--- src/inc/fsp_pkg.sv ---
// Purpose: shared constants, types and ecc functions of the flash self-program controller
// Assumes: 40 MHz clock, 32-bit apb, 24-bit program words stored in pairs
// Notes: a stored pair is 48 data bits plus 7 check bits
`default_nettype none
package fsp_pkg;
	// ==========================================================
	// register byte offsets
	localparam logic [7:0] FSP_CTRL_OFS = 8'h00;
	localparam logic [7:0] FSP_KEY_OFS = 8'h04;
	localparam logic [7:0] FSP_ADRL_OFS = 8'h08;
	localparam logic [7:0] FSP_ADRH_OFS = 8'h0c;
	localparam logic [7:0] FSP_SRC_OFS = 8'h10;
	localparam logic [7:0] FSP_PAGE_OFS = 8'h14;
	localparam logic [7:0] FSP_ECC_OFS = 8'h18;
	// ==========================================================
	// flash_control_reg fields
	localparam int FSP_CTRL_START = 15;
	localparam int FSP_CTRL_WREN = 14;
	localparam int FSP_CTRL_SEQERR = 13;
	localparam int FSP_CTRL_CMPR = 9;
	localparam logic [3:0] FSP_OP_DWORD = 4'h1;
	localparam logic [3:0] FSP_OP_ROW = 4'h2;
	localparam logic [3:0] FSP_OP_PAGE = 4'h3;
	localparam logic [3:0] FSP_OP_PANEL = 4'h4;
	// ecc register fields
	localparam int FSP_ECC_FLAG = 0;
	localparam int FSP_ECC_EN = 1;
	localparam int FSP_ECC_PRI_LSB = 2;
	// ==========================================================
	// key values, geometry and timing
	localparam logic [7:0] FSP_KEY1 = 8'h55;
	localparam logic [7:0] FSP_KEY2 = 8'haa;
	localparam logic [1:0] FSP_KEY_ARMED = 2'h2;
	localparam logic [5:0] FSP_ROW_PAIRS = 6'h20;
	localparam int FSP_ROW_ALIGN = 7;
	localparam int FSP_PAGE_ALIGN = 10;
	localparam logic [15:0] FSP_PROG_CYC = 16'h0040;
	localparam logic [15:0] FSP_ERASE_CYC = 16'h0100;
	// flash macro commands
	localparam logic [1:0] FSP_FA_READ = 2'h0;
	localparam logic [1:0] FSP_FA_PROG = 2'h1;
	localparam logic [1:0] FSP_FA_PAGE = 2'h2;
	localparam logic [1:0] FSP_FA_PANEL = 2'h3;

	typedef enum logic [4:0] {
		FSP_IDLE = 5'h01,
		FSP_RD = 5'h02,
		FSP_FETCH = 5'h04,
		FSP_PROG = 5'h08,
		FSP_ERASE = 5'h10
	} fsp_state_t;

	// ==========================================================
	// hamming check bits: six position parities plus an overall parity
	function automatic logic [6:0] fsp_encode(input logic [47:0] d);
		logic [6:0] c;
		int k;
		c = 7'h00;
		k = 0;
		for (int p = 1; p < 55; p++) begin
			if ((p & (p - 1)) != 0) begin
				for (int b = 0; b < 6; b++) begin
					if (p[b])
						c[b] = c[b] ^ d[k];
				end
				k++;
			end
		end
		c[6] = ^{d, c[5:0]};
		return c;
	endfunction

	// returns {double, single, corrected data}
	function automatic logic [49:0] fsp_decode(input logic [54:0] w);
		logic [6:0] c;
		logic [5:0] syn;
		logic [47:0] d;
		logic odd;
		int k;
		d = w[47:0];
		c = fsp_encode(d);
		syn = c[5:0] ^ w[53:48];
		odd = ^w;
		k = 0;
		for (int p = 1; p < 55; p++) begin
			if ((p & (p - 1)) != 0) begin
				if (odd && syn == p[5:0])
					d[k] = ~d[k];
				k++;
			end
		end
		// odd weight means one flip, even weight with a syndrome means two
		if (!odd && syn != 6'h00)
			return {1'b1, 1'b0, w[47:0]};
		return {1'b0, odd, d};
	endfunction

	// shapes a 24-bit word into table read data
	function automatic logic [15:0] fsp_tbl_rd(input logic [23:0] w, input logic high,
		input logic byte_m, input logic bsel);
		if (high)
			return (byte_m && bsel) ? 16'h0000 : {8'h00, w[23:16]};
		if (byte_m)
			return {8'h00, bsel ? w[15:8] : w[7:0]};
		return w[15:0];
	endfunction
endpackage
`default_nettype wire

--- src/design/fsp_flash_ctrl.sv ---
// Purpose: run-time self-program controller with table access, row fetch and ecc
// Assumes: core holds a table request until ack; flash macro answers reads while the read pulse stands
// Notes: stall_o freezes the core for the whole self-timed operation
//
// Design decisions made here: the APB register port and the placing of the registers.
`timescale 1ns/1ps
`default_nettype none
// Contract
// RULE1: target address is table_page_reg low byte above the 16-bit effective address.
// RULE2: low table read and write reach bits 15..0, word or byte mode.
// RULE3: high table read and write reach bits 23..16, word or byte mode.
// RULE4: a programming row holds 64 instructions, 192 bytes.
// RULE5: page erase clears eight rows, 512 instructions, at once.
// RULE6: pages and rows align to their own size; low address bits ignored.
// RULE7: software fills two write latches; start bit then programs them.
// RULE8: double-word targets sit on every other word address.
// RULE9: row program fetches RAM data, fills latches, advances source and flash address.
// RULE10: control bit 9 selects compressed or uncompressed row data.
// RULE11: compressed: second instruction top byte is second RAM word upper byte.
// RULE12: start bit launches the operation; hardware clears it when done.
// RULE13: core is held stalled until the operation completes.
// RULE14: no erase or program starts without the unlock key sequence.
// RULE15: software puts two no-ops after the start.
// RULE16: software erases the page before reprogramming any word.
// RULE17: each write stores 48 data bits plus 7 hidden hamming bits.
// RULE18: error correction is always on; no control bit disables it.
// RULE19: read-back single-bit error is corrected and sets the error flag.
// RULE20: double-bit error returns raw data and raises a hard trap.
// RULE21: single-bit interrupt reaches core only when enabled, at its priority.
// RULE22: no error address latch or error counter exists.
// RULE23: key is 0x55 then 0xaa on consecutive writes.
// RULE24: high and low address registers form the 24-bit flash address.
// RULE25: control op field picks page erase, word, row or panel erase.
// RULE26: one accepted key sequence permits exactly one start.
module fsp_flash_ctrl import fsp_pkg::*; #(
	parameter logic [15:0] PROG_CYC = FSP_PROG_CYC,
	parameter logic [15:0] ERASE_CYC = FSP_ERASE_CYC
) (
	input wire logic clk_i,
	input wire logic resetn_i,
	input wire logic psel_i,
	input wire logic penable_i,
	input wire logic pwrite_i,
	input wire logic [7:0] paddr_i,
	input wire logic [31:0] pwdata_i,
	output logic [31:0] prdata_o,
	output logic pready_o,
	output logic pslverr_o,
	input wire logic tbl_req_i,
	input wire logic tbl_write_i,
	input wire logic tbl_high_i,
	input wire logic tbl_byte_i,
	input wire logic [15:0] tbl_ea_i,
	input wire logic [15:0] tbl_wdata_i,
	output logic [15:0] tbl_rdata_o,
	output logic tbl_ack_o,
	output logic stall_o,
	output logic ram_req_o,
	output logic [15:0] ram_addr_o,
	input wire logic ram_ack_i,
	input wire logic [15:0] ram_rdata_i,
	output logic fa_en_o,
	output logic [1:0] fa_op_o,
	output logic [21:0] fa_addr_o,
	output logic [54:0] fa_wdata_o,
	input wire logic [54:0] fa_rdata_i,
	output logic sbe_irq_o,
	output logic [2:0] sbe_irq_pri_o,
	output logic hard_trap_o
);
	// ==========================================================
	// state
	typedef struct packed {
		fsp_state_t st;
		logic start;
		logic wren;
		logic seq_err;
		logic cmpr;
		logic [3:0] op;
		logic [1:0] key;
		logic [23:0] addr;
		logic [15:0] src;
		logic [7:0] page;
		logic sbe_flag;
		logic sbe_en;
		logic [2:0] sbe_pri;
		logic [47:0] lat;
		logic [5:0] cnt;
		logic [1:0] sub;
		logic [15:0] tmr;
		logic pready;
		logic pslverr;
		logic [31:0] prdata;
		logic tbl_ack;
		logic [15:0] tbl_rdata;
		logic stall;
		logic ram_req;
		logic fa_en;
		logic [1:0] fa_op;
		logic [21:0] fa_addr;
		logic [54:0] fa_wdata;
		logic irq;
		logic trap;
	} fsp_regs_t;

	fsp_regs_t q;
	fsp_regs_t next_q;
	logic [23:0] tgt;
	logic [49:0] dec;
	logic [23:0] rd_w;
	logic wr_acc;
	logic sbe_set;

	assign tgt = {q.page, tbl_ea_i}; // RULE1
	assign wr_acc = psel_i && penable_i && q.pready && pwrite_i;

	// ==========================================================
	// next-state logic
	always_comb begin
		next_q = q;
		next_q.pready = 1'b0;
		next_q.pslverr = 1'b0;
		next_q.tbl_ack = 1'b0;
		next_q.fa_en = 1'b0;
		next_q.trap = 1'b0;
		sbe_set = 1'b0;
		dec = fsp_decode(fa_rdata_i); // RULE18
		rd_w = tgt[1] ? dec[47:24] : dec[23:0];

		// apb: answer in the first access cycle, reads sampled at setup
		if (psel_i && !penable_i) begin
			next_q.pready = 1'b1;
			next_q.prdata = 32'h0000_0000;
			case (paddr_i)
				FSP_CTRL_OFS: next_q.prdata = {16'h0000, q.start, q.wren, q.seq_err, 3'h0,
					q.cmpr, 5'h00, q.op};
				FSP_KEY_OFS: next_q.prdata = 32'h0000_0000; // key reads as zero
				FSP_ADRL_OFS: next_q.prdata = {16'h0000, q.addr[15:0]};
				FSP_ADRH_OFS: next_q.prdata = {24'h000000, q.addr[23:16]};
				FSP_SRC_OFS: next_q.prdata = {16'h0000, q.src};
				FSP_PAGE_OFS: next_q.prdata = {24'h000000, q.page};
				FSP_ECC_OFS: next_q.prdata = {27'h0000000, q.sbe_pri, q.sbe_en, q.sbe_flag};
				default: next_q.pslverr = 1'b1;
			endcase
		end

		// register writes; any write but a key write, or a control write without start once armed, breaks the key sequence
		if (wr_acc) begin
			next_q.key = 2'h0; // RULE23
			case (paddr_i)
				FSP_CTRL_OFS: begin
					if (!q.start) begin
						next_q.wren = pwdata_i[FSP_CTRL_WREN];
						next_q.seq_err = pwdata_i[FSP_CTRL_SEQERR];
						next_q.cmpr = pwdata_i[FSP_CTRL_CMPR]; // RULE10
						next_q.op = pwdata_i[3:0]; // RULE25
						if (!pwdata_i[FSP_CTRL_START] && q.key == FSP_KEY_ARMED)
							next_q.key = q.key;
					end
				end
				FSP_KEY_OFS: begin
					if (pwdata_i[7:0] == FSP_KEY1)
						next_q.key = 2'h1;
					else if (pwdata_i[7:0] == FSP_KEY2 && q.key == 2'h1)
						next_q.key = FSP_KEY_ARMED; // RULE23
				end
				FSP_ADRL_OFS: begin
					if (!q.start)
						next_q.addr[15:0] = pwdata_i[15:0]; // RULE24
				end
				FSP_ADRH_OFS: begin
					if (!q.start)
						next_q.addr[23:16] = pwdata_i[7:0]; // RULE24
				end
				FSP_SRC_OFS: begin
					if (!q.start)
						next_q.src = pwdata_i[15:0];
				end
				FSP_PAGE_OFS: next_q.page = pwdata_i[7:0];
				FSP_ECC_OFS: begin
					if (pwdata_i[FSP_ECC_FLAG])
						next_q.sbe_flag = 1'b0; // write one to clear
					next_q.sbe_en = pwdata_i[FSP_ECC_EN];
					next_q.sbe_pri = pwdata_i[FSP_ECC_PRI_LSB +: 3];
				end
				default: ;
			endcase
		end

		// start request: needs write enable, the armed key and a known op
		if (wr_acc && paddr_i == FSP_CTRL_OFS && pwdata_i[FSP_CTRL_START] && !q.start) begin
			next_q.key = 2'h0; // RULE26
			if (pwdata_i[FSP_CTRL_WREN] && q.key == FSP_KEY_ARMED && q.st == FSP_IDLE &&
				pwdata_i[3:0] >= FSP_OP_DWORD && pwdata_i[3:0] <= FSP_OP_PANEL) begin // RULE14
				next_q.start = 1'b1; // RULE12
				next_q.stall = 1'b1; // RULE13
				next_q.fa_op = FSP_FA_PROG;
				next_q.fa_addr = q.addr[23:2]; // RULE8
				case (pwdata_i[3:0])
					FSP_OP_DWORD: begin
						next_q.st = FSP_PROG; // RULE7
						next_q.fa_en = 1'b1;
						next_q.fa_wdata = {fsp_encode(q.lat), q.lat}; // RULE17
						next_q.tmr = PROG_CYC;
					end
					FSP_OP_ROW: begin
						next_q.st = FSP_FETCH; // RULE9
						next_q.addr[FSP_ROW_ALIGN-1:0] = '0; // RULE6
						next_q.cnt = 6'h00;
						next_q.sub = 2'h0;
						next_q.ram_req = 1'b1;
					end
					default: begin
						next_q.st = FSP_ERASE; // RULE5
						next_q.fa_en = 1'b1;
						next_q.fa_op = (pwdata_i[3:0] == FSP_OP_PAGE) ? FSP_FA_PAGE : FSP_FA_PANEL;
						next_q.fa_addr = {q.addr[23:FSP_PAGE_ALIGN], 8'h00}; // RULE6
						next_q.tmr = ERASE_CYC;
					end
				endcase
			end else begin
				next_q.seq_err = 1'b1; // RULE14
			end
		end

		// ==========================================================
		// sequencer
		case (q.st)
			FSP_IDLE: begin
				if (tbl_req_i && !q.tbl_ack && !q.start) begin
					if (q.page[7]) begin
						// configuration space: the two write latches
						next_q.tbl_ack = 1'b1;
						next_q.tbl_rdata = fsp_tbl_rd(tgt[1] ? q.lat[47:24] : q.lat[23:0],
							tbl_high_i, tbl_byte_i, tgt[0]);
						if (tbl_write_i) begin
							if (tbl_high_i && !(tbl_byte_i && tgt[0]))
								next_q.lat[{tgt[1], 3'h0} * 3 + 16 +: 8] = tbl_wdata_i[7:0]; // RULE3
							else if (!tbl_high_i && tbl_byte_i)
								next_q.lat[{tgt[1], 3'h0} * 3 + {tgt[0], 3'h0} +: 8] =
									tbl_wdata_i[7:0]; // RULE2
							else if (!tbl_high_i)
								next_q.lat[{tgt[1], 3'h0} * 3 +: 16] = tbl_wdata_i; // RULE2
						end
					end else if (tbl_write_i) begin
						next_q.tbl_ack = 1'b1; // user space only changes through the latches
					end else begin
						next_q.st = FSP_RD;
						next_q.fa_en = 1'b1;
						next_q.fa_op = FSP_FA_READ;
						next_q.fa_addr = tgt[23:2];
					end
				end
			end
			FSP_RD: begin
				// single flips are corrected, double flips return raw data
				next_q.st = FSP_IDLE;
				next_q.tbl_ack = 1'b1;
				next_q.tbl_rdata = fsp_tbl_rd(rd_w, tbl_high_i, tbl_byte_i, tgt[0]); // RULE2 RULE3
				sbe_set = dec[48]; // RULE19
				next_q.trap = dec[49]; // RULE20
			end
			FSP_FETCH: begin
				if (ram_ack_i) begin
					next_q.src = q.src + 16'h0002; // RULE9
					case (q.sub)
						2'h0: next_q.lat[15:0] = ram_rdata_i;
						2'h1: begin
							next_q.lat[23:16] = ram_rdata_i[7:0];
							if (q.cmpr)
								next_q.lat[47:40] = ram_rdata_i[15:8]; // RULE11
						end
						2'h2: next_q.lat[39:24] = ram_rdata_i;
						default: next_q.lat[47:40] = ram_rdata_i[7:0];
					endcase
					next_q.sub = q.sub + 2'h1;
					if (q.sub == (q.cmpr ? 2'h2 : 2'h3)) begin // RULE10
						next_q.ram_req = 1'b0;
						next_q.st = FSP_PROG;
						next_q.tmr = PROG_CYC;
					end
				end
			end
			FSP_PROG: begin
				// the latched pair is issued on the first cycle of the timed wait
				if (q.tmr == PROG_CYC && q.op == FSP_OP_ROW) begin
					next_q.fa_en = 1'b1;
					next_q.fa_op = FSP_FA_PROG;
					next_q.fa_addr = q.addr[23:2];
					next_q.fa_wdata = {fsp_encode(q.lat), q.lat}; // RULE17
				end
				next_q.tmr = q.tmr - 16'h0001;
				if (q.tmr == 16'h0001) begin
					if (q.op == FSP_OP_ROW && q.cnt != FSP_ROW_PAIRS - 6'h01) begin
						next_q.addr = q.addr + 24'h000004; // RULE9
						next_q.cnt = q.cnt + 6'h01; // RULE4
						next_q.sub = 2'h0;
						next_q.ram_req = 1'b1;
						next_q.st = FSP_FETCH;
					end else begin
						next_q.st = FSP_IDLE;
						next_q.start = 1'b0; // RULE12
						next_q.stall = 1'b0; // RULE13
					end
				end
			end
			FSP_ERASE: begin
				next_q.tmr = q.tmr - 16'h0001;
				if (q.tmr == 16'h0001) begin
					next_q.st = FSP_IDLE;
					next_q.start = 1'b0; // RULE12
					next_q.stall = 1'b0; // RULE13
				end
			end
			default: next_q.st = FSP_IDLE;
		endcase

		// the flag alone records errors; hardware set beats software clear
		if (sbe_set)
			next_q.sbe_flag = 1'b1; // RULE19 RULE22
		next_q.irq = next_q.sbe_flag && next_q.sbe_en; // RULE21
	end

	// ==========================================================
	// state register
	always_ff @(posedge clk_i or negedge resetn_i) begin
		if (!resetn_i) begin
			q <= '0;
			q.st <= FSP_IDLE;
		end else begin
			q <= next_q;
		end
	end

	assign prdata_o = q.prdata;
	assign pready_o = q.pready;
	assign pslverr_o = q.pslverr;
	assign tbl_rdata_o = q.tbl_rdata;
	assign tbl_ack_o = q.tbl_ack;
	assign stall_o = q.stall;
	assign ram_req_o = q.ram_req;
	assign ram_addr_o = q.src;
	assign fa_en_o = q.fa_en;
	assign fa_op_o = q.fa_op;
	assign fa_addr_o = q.fa_addr;
	assign fa_wdata_o = q.fa_wdata;
	assign sbe_irq_o = q.irq;
	assign sbe_irq_pri_o = q.sbe_pri;
	assign hard_trap_o = q.trap;
endmodule
`default_nettype wire

--- config.mk ---
export PLATFORM = sky130hd
export DESIGN_NAME = fsp_flash_ctrl
export DESIGN_NICKNAME = d
export VERILOG_FILES = /design/src/inc/fsp_pkg.sv /design/src/design/fsp_flash_ctrl.sv
export SDC_FILE = /design/constraint.sdc
export NUM_CORES = 1
export LEC_CHECK = 0
export ABC_AREA = 1
export BUFFER_PORTS_ARGS = -buffer_cell sky130_fd_sc_hd__buf_2
export CORE_MARGIN = 2
export CORE_UTILIZATION = 55
export CTS_CLUSTER_SIZE = 20
export DETAILED_ROUTE_END_ITERATION = 10
export PLACE_DENSITY = 0.78
export SYNTH_ARGS = -nofsm -noshare
export SYNTH_HDL_FRONTEND = slang
export SYNTH_SLANG_ARGS = --single-unit
--- constraint.sdc ---
create_clock -name clk_i -period 4.75 [get_ports clk_i]
set_input_delay 0 -clock clk_i [delete_from_list [all_inputs] [get_ports clk_i]]
set_output_delay 0 -clock clk_i [all_outputs]
set_load 0.01 [all_outputs]
* After elaboration in Yosys (flattened, before gate mapping)
Index checks and enable logic that the tools add are counted.
Cells by class: add/subtract/negate cells 102, multiply operators 1, $lt $le $gt $ge 96, equal/unequal tests 84, shift-type cells 6, mux-type cells 1155, bitwise gates (word level) 467, reductions and logical operators 99
Operators by type and width (number):
- $mux 32 | 236
- $lt 32x8->1 const B | 94
- $add 32x2->32 const B | 92
- $bmux 1 s6 | 94
- $mux 1 | 496
- $xor 1x1->1 | 417
- $mux 48 | 8
- $mux 16 | 19
- $mux 2 | 136
- $mux 24 | 9
- $mux 82 | 2
- $bwmux 48 | 3
- $eq 6x6->1 const B | 22
- $mux 8 | 14
- $mux 3 | 37
- $mux 55 | 2
- $reduce_xor 54->1 | 2
- $mux 25 | 4
- $mux 50 | 2
- $pmux 16 s6 | 1
- $pmux 48 s2 | 1
- $shift 8x34->48 const A | 2
- $shiftx 8x34->48 | 2
- $eq 6x5->1 const B | 15
- 104 further kinds | 300
Storage, ports and cells: flip-flop bits (word level) 275

* Longest topological paths before layout
word-level depth 206, mapped depth 63, depth with buffers taken out 62

* Worst setup path after synthesis
No wires, ideal clock.
kind input -> register, start point in fa_rdata_i[0], end point reg q (netlist bit tbl_rdata_o[3]), data arrival time 3.616 ns, path slack 1.012 ns, stages on the path 62, path buffers 1, cell sequence inv_1 -> nand2_2 -> nand2_1 -> nand2_1 -> nand2_1 -> nand2_1 -> nand2_1 -> nand2_1 -> nand2_1 -> nand2_1 -> nand2_1 -> nand2_1 -> nand2_1 -> nand2_1 -> nand2_1 -> nand2_1 -> nand2_1 -> nand2_1 -> [... 26 more ...] -> nand2_1 -> nand2_2 -> nand2_1 -> nand2_2 -> nand2_1 -> nand2_2 -> nand3_1 -> nand2_4 -> buf_6 -> nand4_1 -> nand2_1 -> nand3_2 -> nand2_1 -> nand2_1 -> nand3_1 -> nand2_1 -> nand2_1 -> a21oi_2
On the way: cells in the longest elaborated chain, start to end 80, elaborated cells between the ends (all ways) 122, classes of those cells eq/ne: 6; mux: 55; bitwise: 51; reduce/logical: 10
RTL lines:
- from (decl) | line fsp_flash_ctrl.sv:66 | input wire logic [54:0] fa_rdata_i,
- $xor 1x1->1 (25 in series) | line fsp_pkg.sv:64 | c[b] = c[b] ^ d[k];
- $xor 6x6->6 | line fsp_pkg.sv:82 | syn = c[5:0] ^ w[53:48];
- $eq 6x3->1 | line fsp_pkg.sv:87 | if (odd && syn == p[5:0])
- $logic_and 1x1->1 | line fsp_pkg.sv:87
- $mux 4 | line fsp_pkg.sv:87
- $mux 5 | line fsp_pkg.sv:87
- $mux 6 | line fsp_pkg.sv:87
- $mux 7 | line fsp_pkg.sv:87
- [... 40 more ...]
- $mux 48 | line fsp_pkg.sv:87
- $mux 50 * | line fsp_pkg.sv:95 | return {1'b0, odd, d};
- $mux 24 * | line fsp_flash_ctrl.sv:128 | rd_w = tgt[1] ? dec[47:24] : dec[23:0];
- $mux 8 | line fsp_pkg.sv:104 | return {8'h00, bsel ? w[15:8] : w[7:0]};
- $mux 16 | line fsp_pkg.sv:103 | if (byte_m)
- $mux 16 | line fsp_pkg.sv:105 | return w[15:0];
- $mux 16 * | line fsp_pkg.sv:103
- $pmux 17 s2 * | line fsp_flash_ctrl.sv:228 | case (q.st)
- to (signal assigned) | line fsp_flash_ctrl.sv:331 | q <= next_q;
- to (decl) | line fsp_flash_ctrl.sv:106 | fsp_regs_t q;
Mark *: on every way between the ends. The rest lies on a longest branch, timed or not. The select of a mux whose other input is x is not followed. A chain may end at the register's enable or synchronous reset.

==> flow_summary.yaml <==
sta:
  tightestPinTransition_ns: 1.22
  fin_tns_setup_ns: 0
  post-route-min-period_ns: 4.45
  max_freq_mhz: 224
  rsz0062_at_grt: "false"
  drv_slew: 0
  slew_headroom_pct: 18.0
  skew_ns: 0.0322
  setup_viol: 0
  fin_ws_ns: 0.295
  final_hold_viol_count: 0
  fin_crit_sh_pct: 93.8
pwr:
  intPower_w: 0.00414
  irDropWorstVdd_v: 0.000310
  power_density_nw_per_um2: 307
  switching_share_pct: 38.6
  power.share.clock_pct: 33.9
  combPwrFrac_pct: 33.0
  switching_power_w: 0.00260
  power_frac_seq_pct: 33.1
  leakagePower_nw: 10.2
clock_network:
  cts_tree: "yes"
  clk_latency_ns: 0.58
  clk_pin_slew_ns: 0.06
  cts.sinks: 259
  cts_buffers: 29
  htreeDepth: 1
  cts_buffer_depth: 3
  cts_root_buf: "clkbuf_16"
grt:
  grt_overflow_total: 0
  grt_use_met2_pct: 57.4
  globalRouteMet1Util_pct: 48.3
  grt_max_degree: 99
  busiest_layer: "met2"
  track_usage_pct: 36.5
  antenna_found_initial: 1
  grt_pass1_wl_um: 104000
  gr-usage-met3_pct: 7.12
  first_global_vias: 18600
finish:
  final_core_util_pct: 63.8
  multi_input_area_um2: 10200
  finalNetCount: 2986
  syn2layout_area_growth_pct: 14.5
  final-seq-area_um2: 6480
  nFillCells: 3049
  final_cells: 3296
  fin_area_um2: 22000
  final_layout_size_suffix_gt1_share_pct: 14.8
setup_path:
  path_class: "reg -> reg"
  cp_cell_sequence: "nand4_1 > dlygate4sd3_1 > buf_4 > nor2_1 > inv_1 > nor2_1 > buf_4 > inv_1 > nor2_1 > nand2_2 > inv_1 > buf_4 > nand2_1 > nand2_1 > inv_4 > buf_4 > o21ai_0"
  critPathLaunchType: "register"
  worstPathArrival_ns: 4.91
  crit_slowest_cell: "dlygate4sd3_1"
  slowest_delay_ns: 0.57
  critPathCaptureType: "register"
  path_max_fanout: 55
  cp.required_ns: 5.21
  worst_path_most_repeated_cell: "buf_4"
floorplan:
  ios: 307
  die_w_um: 191
  dieArea_um2: 36400
  initial_core_util_pct: 55.7
  std_cell_rows: 68
  die_y_um: 191
  coreArea_um2: 34500
yosys:
  postSynthRegisterBits: 259
  synthArstFlopShare_pct: 100
  synth_area_um2: 19200
  synth-seq-area-share_pct: 33.8
  synth.distinct_cells: 56
  synth.avg_cell_area_um2: 7.36
  synth-edff-count: 0
  syn_inst: 2608
  ys_warn_count: 0
  synthFlopType: "dfrtp_1"
place:
  dp.cells: 3143
  placed_cell_area_um2: 20000
  dp_hpwl_um: 51000
  post-place-ws_ns: 0.230
  gp_congestion: 1.02
  port-buffer-count: 274
outcome:
  status: "finished, final reports clean"
routing:
  wl_um: 68000
  antenna_left: 0
  drc: 0
  drtPass1Iterations: 6
  vias_per_cell: 5.96
  wire_per_inst_um: 20.6
  initialDrtViolationCount: 1951
  vias: 19600
min_path:
  hold_class: "in -> async"
flow_run:
  maxCapViolCount: 0
sequential cells by signal (all words and copies together), names as in the netlist, 2 cells and up:
| register | flops |
|---|---|
| q | 121 |
| fa_wdata_o | 55 |
| fa_addr_o | 22 |
| prdata_o | 16 |
| ram_addr_o | 16 |
| tbl_rdata_o | 16 |
| sbe_irq_pri_o | 3 |
| fa_op_o | 2 |
cells in the mapped netlist, types with 3 or more instances:
cell type / count / area, µm²
a211oi_1: 4 / 30.0
a21boi_0: 3 / 22.5
a21oi_1: 104 / 521
a21oi_2: 4 / 35.0
a221oi_1: 10 / 87.6
a22oi_1: 26 / 195
a31oi_1: 21 / 131
a32oi_1: 13 / 114
a41oi_1: 13 / 114
buf_2: 15 / 75.1
buf_4: 147 / 1100
clkbuf_1: 82 / 308
clkinv_1: 11 / 41.3
dfrtp_1: 258 / 6460
ha_1: 13 / 163
inv_1: 274 / 1030
inv_2: 5 / 18.8
nand2_1: 477 / 1790
nand2_2: 15 / 93.8
nand3_1: 145 / 726
nand3_2: 8 / 80.1
nand4_1: 42 / 263
nor2_1: 196 / 736
nor2_2: 9 / 56.3
nor3_1: 45 / 225
nor4_1: 12 / 75.1
o211ai_1: 10 / 75.1
o21a_1: 3 / 22.5
o21ai_0: 243 / 1220
o21ai_1: 5 / 25.0
o221ai_1: 23 / 201
o22ai_1: 35 / 219
o31ai_1: 23 / 173
or2_2: 6 / 37.5
xnor2_1: 149 / 1310
xor2_1: 132 / 1160
worst paths after layout:
check	cells past startpoint	startpoint	slack, ns	endpoint
setup / recovery	17	pready_o	0.30	fa_wdata_o[25]
hold / removal	2	resetn_i	0.01	q[214]
setup reg to reg	17	pready_o	0.30	fa_wdata_o[25]
hold reg to reg	2	prdata_o[8]	0.48	prdata_o[8]
max in group asynchronous	3	resetn_i	3.39	q[200]
min in group clk_i	5	fa_rdata_i[38]	0.03	tbl_rdata_o[14]
critical path, delay by kind of cell, from the launching register on:
| kind | cells | cell delay [ns] |
|---|---|---|
| buf+inv | 9 | 2.20 |
| simple gates | 7 | 1.51 |
| flops | 1 | 0.34 |
| compound gates | 1 | 0.27 |
timing repair:
item,in CTS,in global routing
hold endpoints to repair,236,0
resized for setup,0,4
hold buffers,101,0
setup endpoints to repair,0,29
buffers inserted,0,0
kinds of logic after synthesis:
kind of cell             Yosys count  share of synthesized area, %
flip-flops                       259                          33.8
buffers and inverters            537                          13.5
XOR/XNOR                         281                          12.8
other                              1                        0.0195
AND/OR/NAND/NOR                  965                          21.8
adder cells (fa/ha/maj)           13                         0.848
AO/OA/AOI/OAI                    552                          17.2
cells in the final DEF (no fill, tap or decap), drive strengths merged, types with 108 or more instances in the layout:
master / netlist / routed
a21oi: 108 / 108
buf: 165 / 312
dfrtp: 258 / 258
xnor2: 149 / 149
nand3: 155 / 155
o21ai: 248 / 248
inv: 279 / 281
nand2: 494 / 494
xor2: 132 / 132
nor2: 205 / 205
final cells by class:
type / count / share of cell area, %
well taps: 455 / 2.59
inverters: 290 / 4.96
diodes: 1 / 0.0114
clock inverters: 13 / 0.643
multi-input cells: 1827 / 46.4
clock buffers: 38 / 3.73
flip-flops and latches: 259 / 29.5
repair buffers: 413 / 12.2
power groups by stage:
stage	combinational, W	clock (W)	sequential, W
after floorplan	0.00143	0	0.00227
after global placement	0.00206	0	0.00227
after detailed placement	0.00208	0	0.00227
after CTS	0.00214	0.00230	0.00223
after global routing	0.00238	0.00240	0.00223
final	0.00223	0.00228	0.00223
stage by stage:
stage	hold WS, ns	total power, W
after detailed placement	0.0847	0.00434
after global placement	0.0801	0.00433
after floorplan	-0.296	0.00369
final	0.0127	0.00674
after CTS	0.00244	0.00666
after global routing	0.0226	0.00701
layer usage:
layer  vias up  routed length (µm)  share of wire (%)
li1       8937                   -                  -
met2      1179               30500                 45
met1      9283               26900                 40
met4         0                3670                5.4
met3       242                6960                 10
met5         -                   0                  0
(Power assumes the default switching activity.)
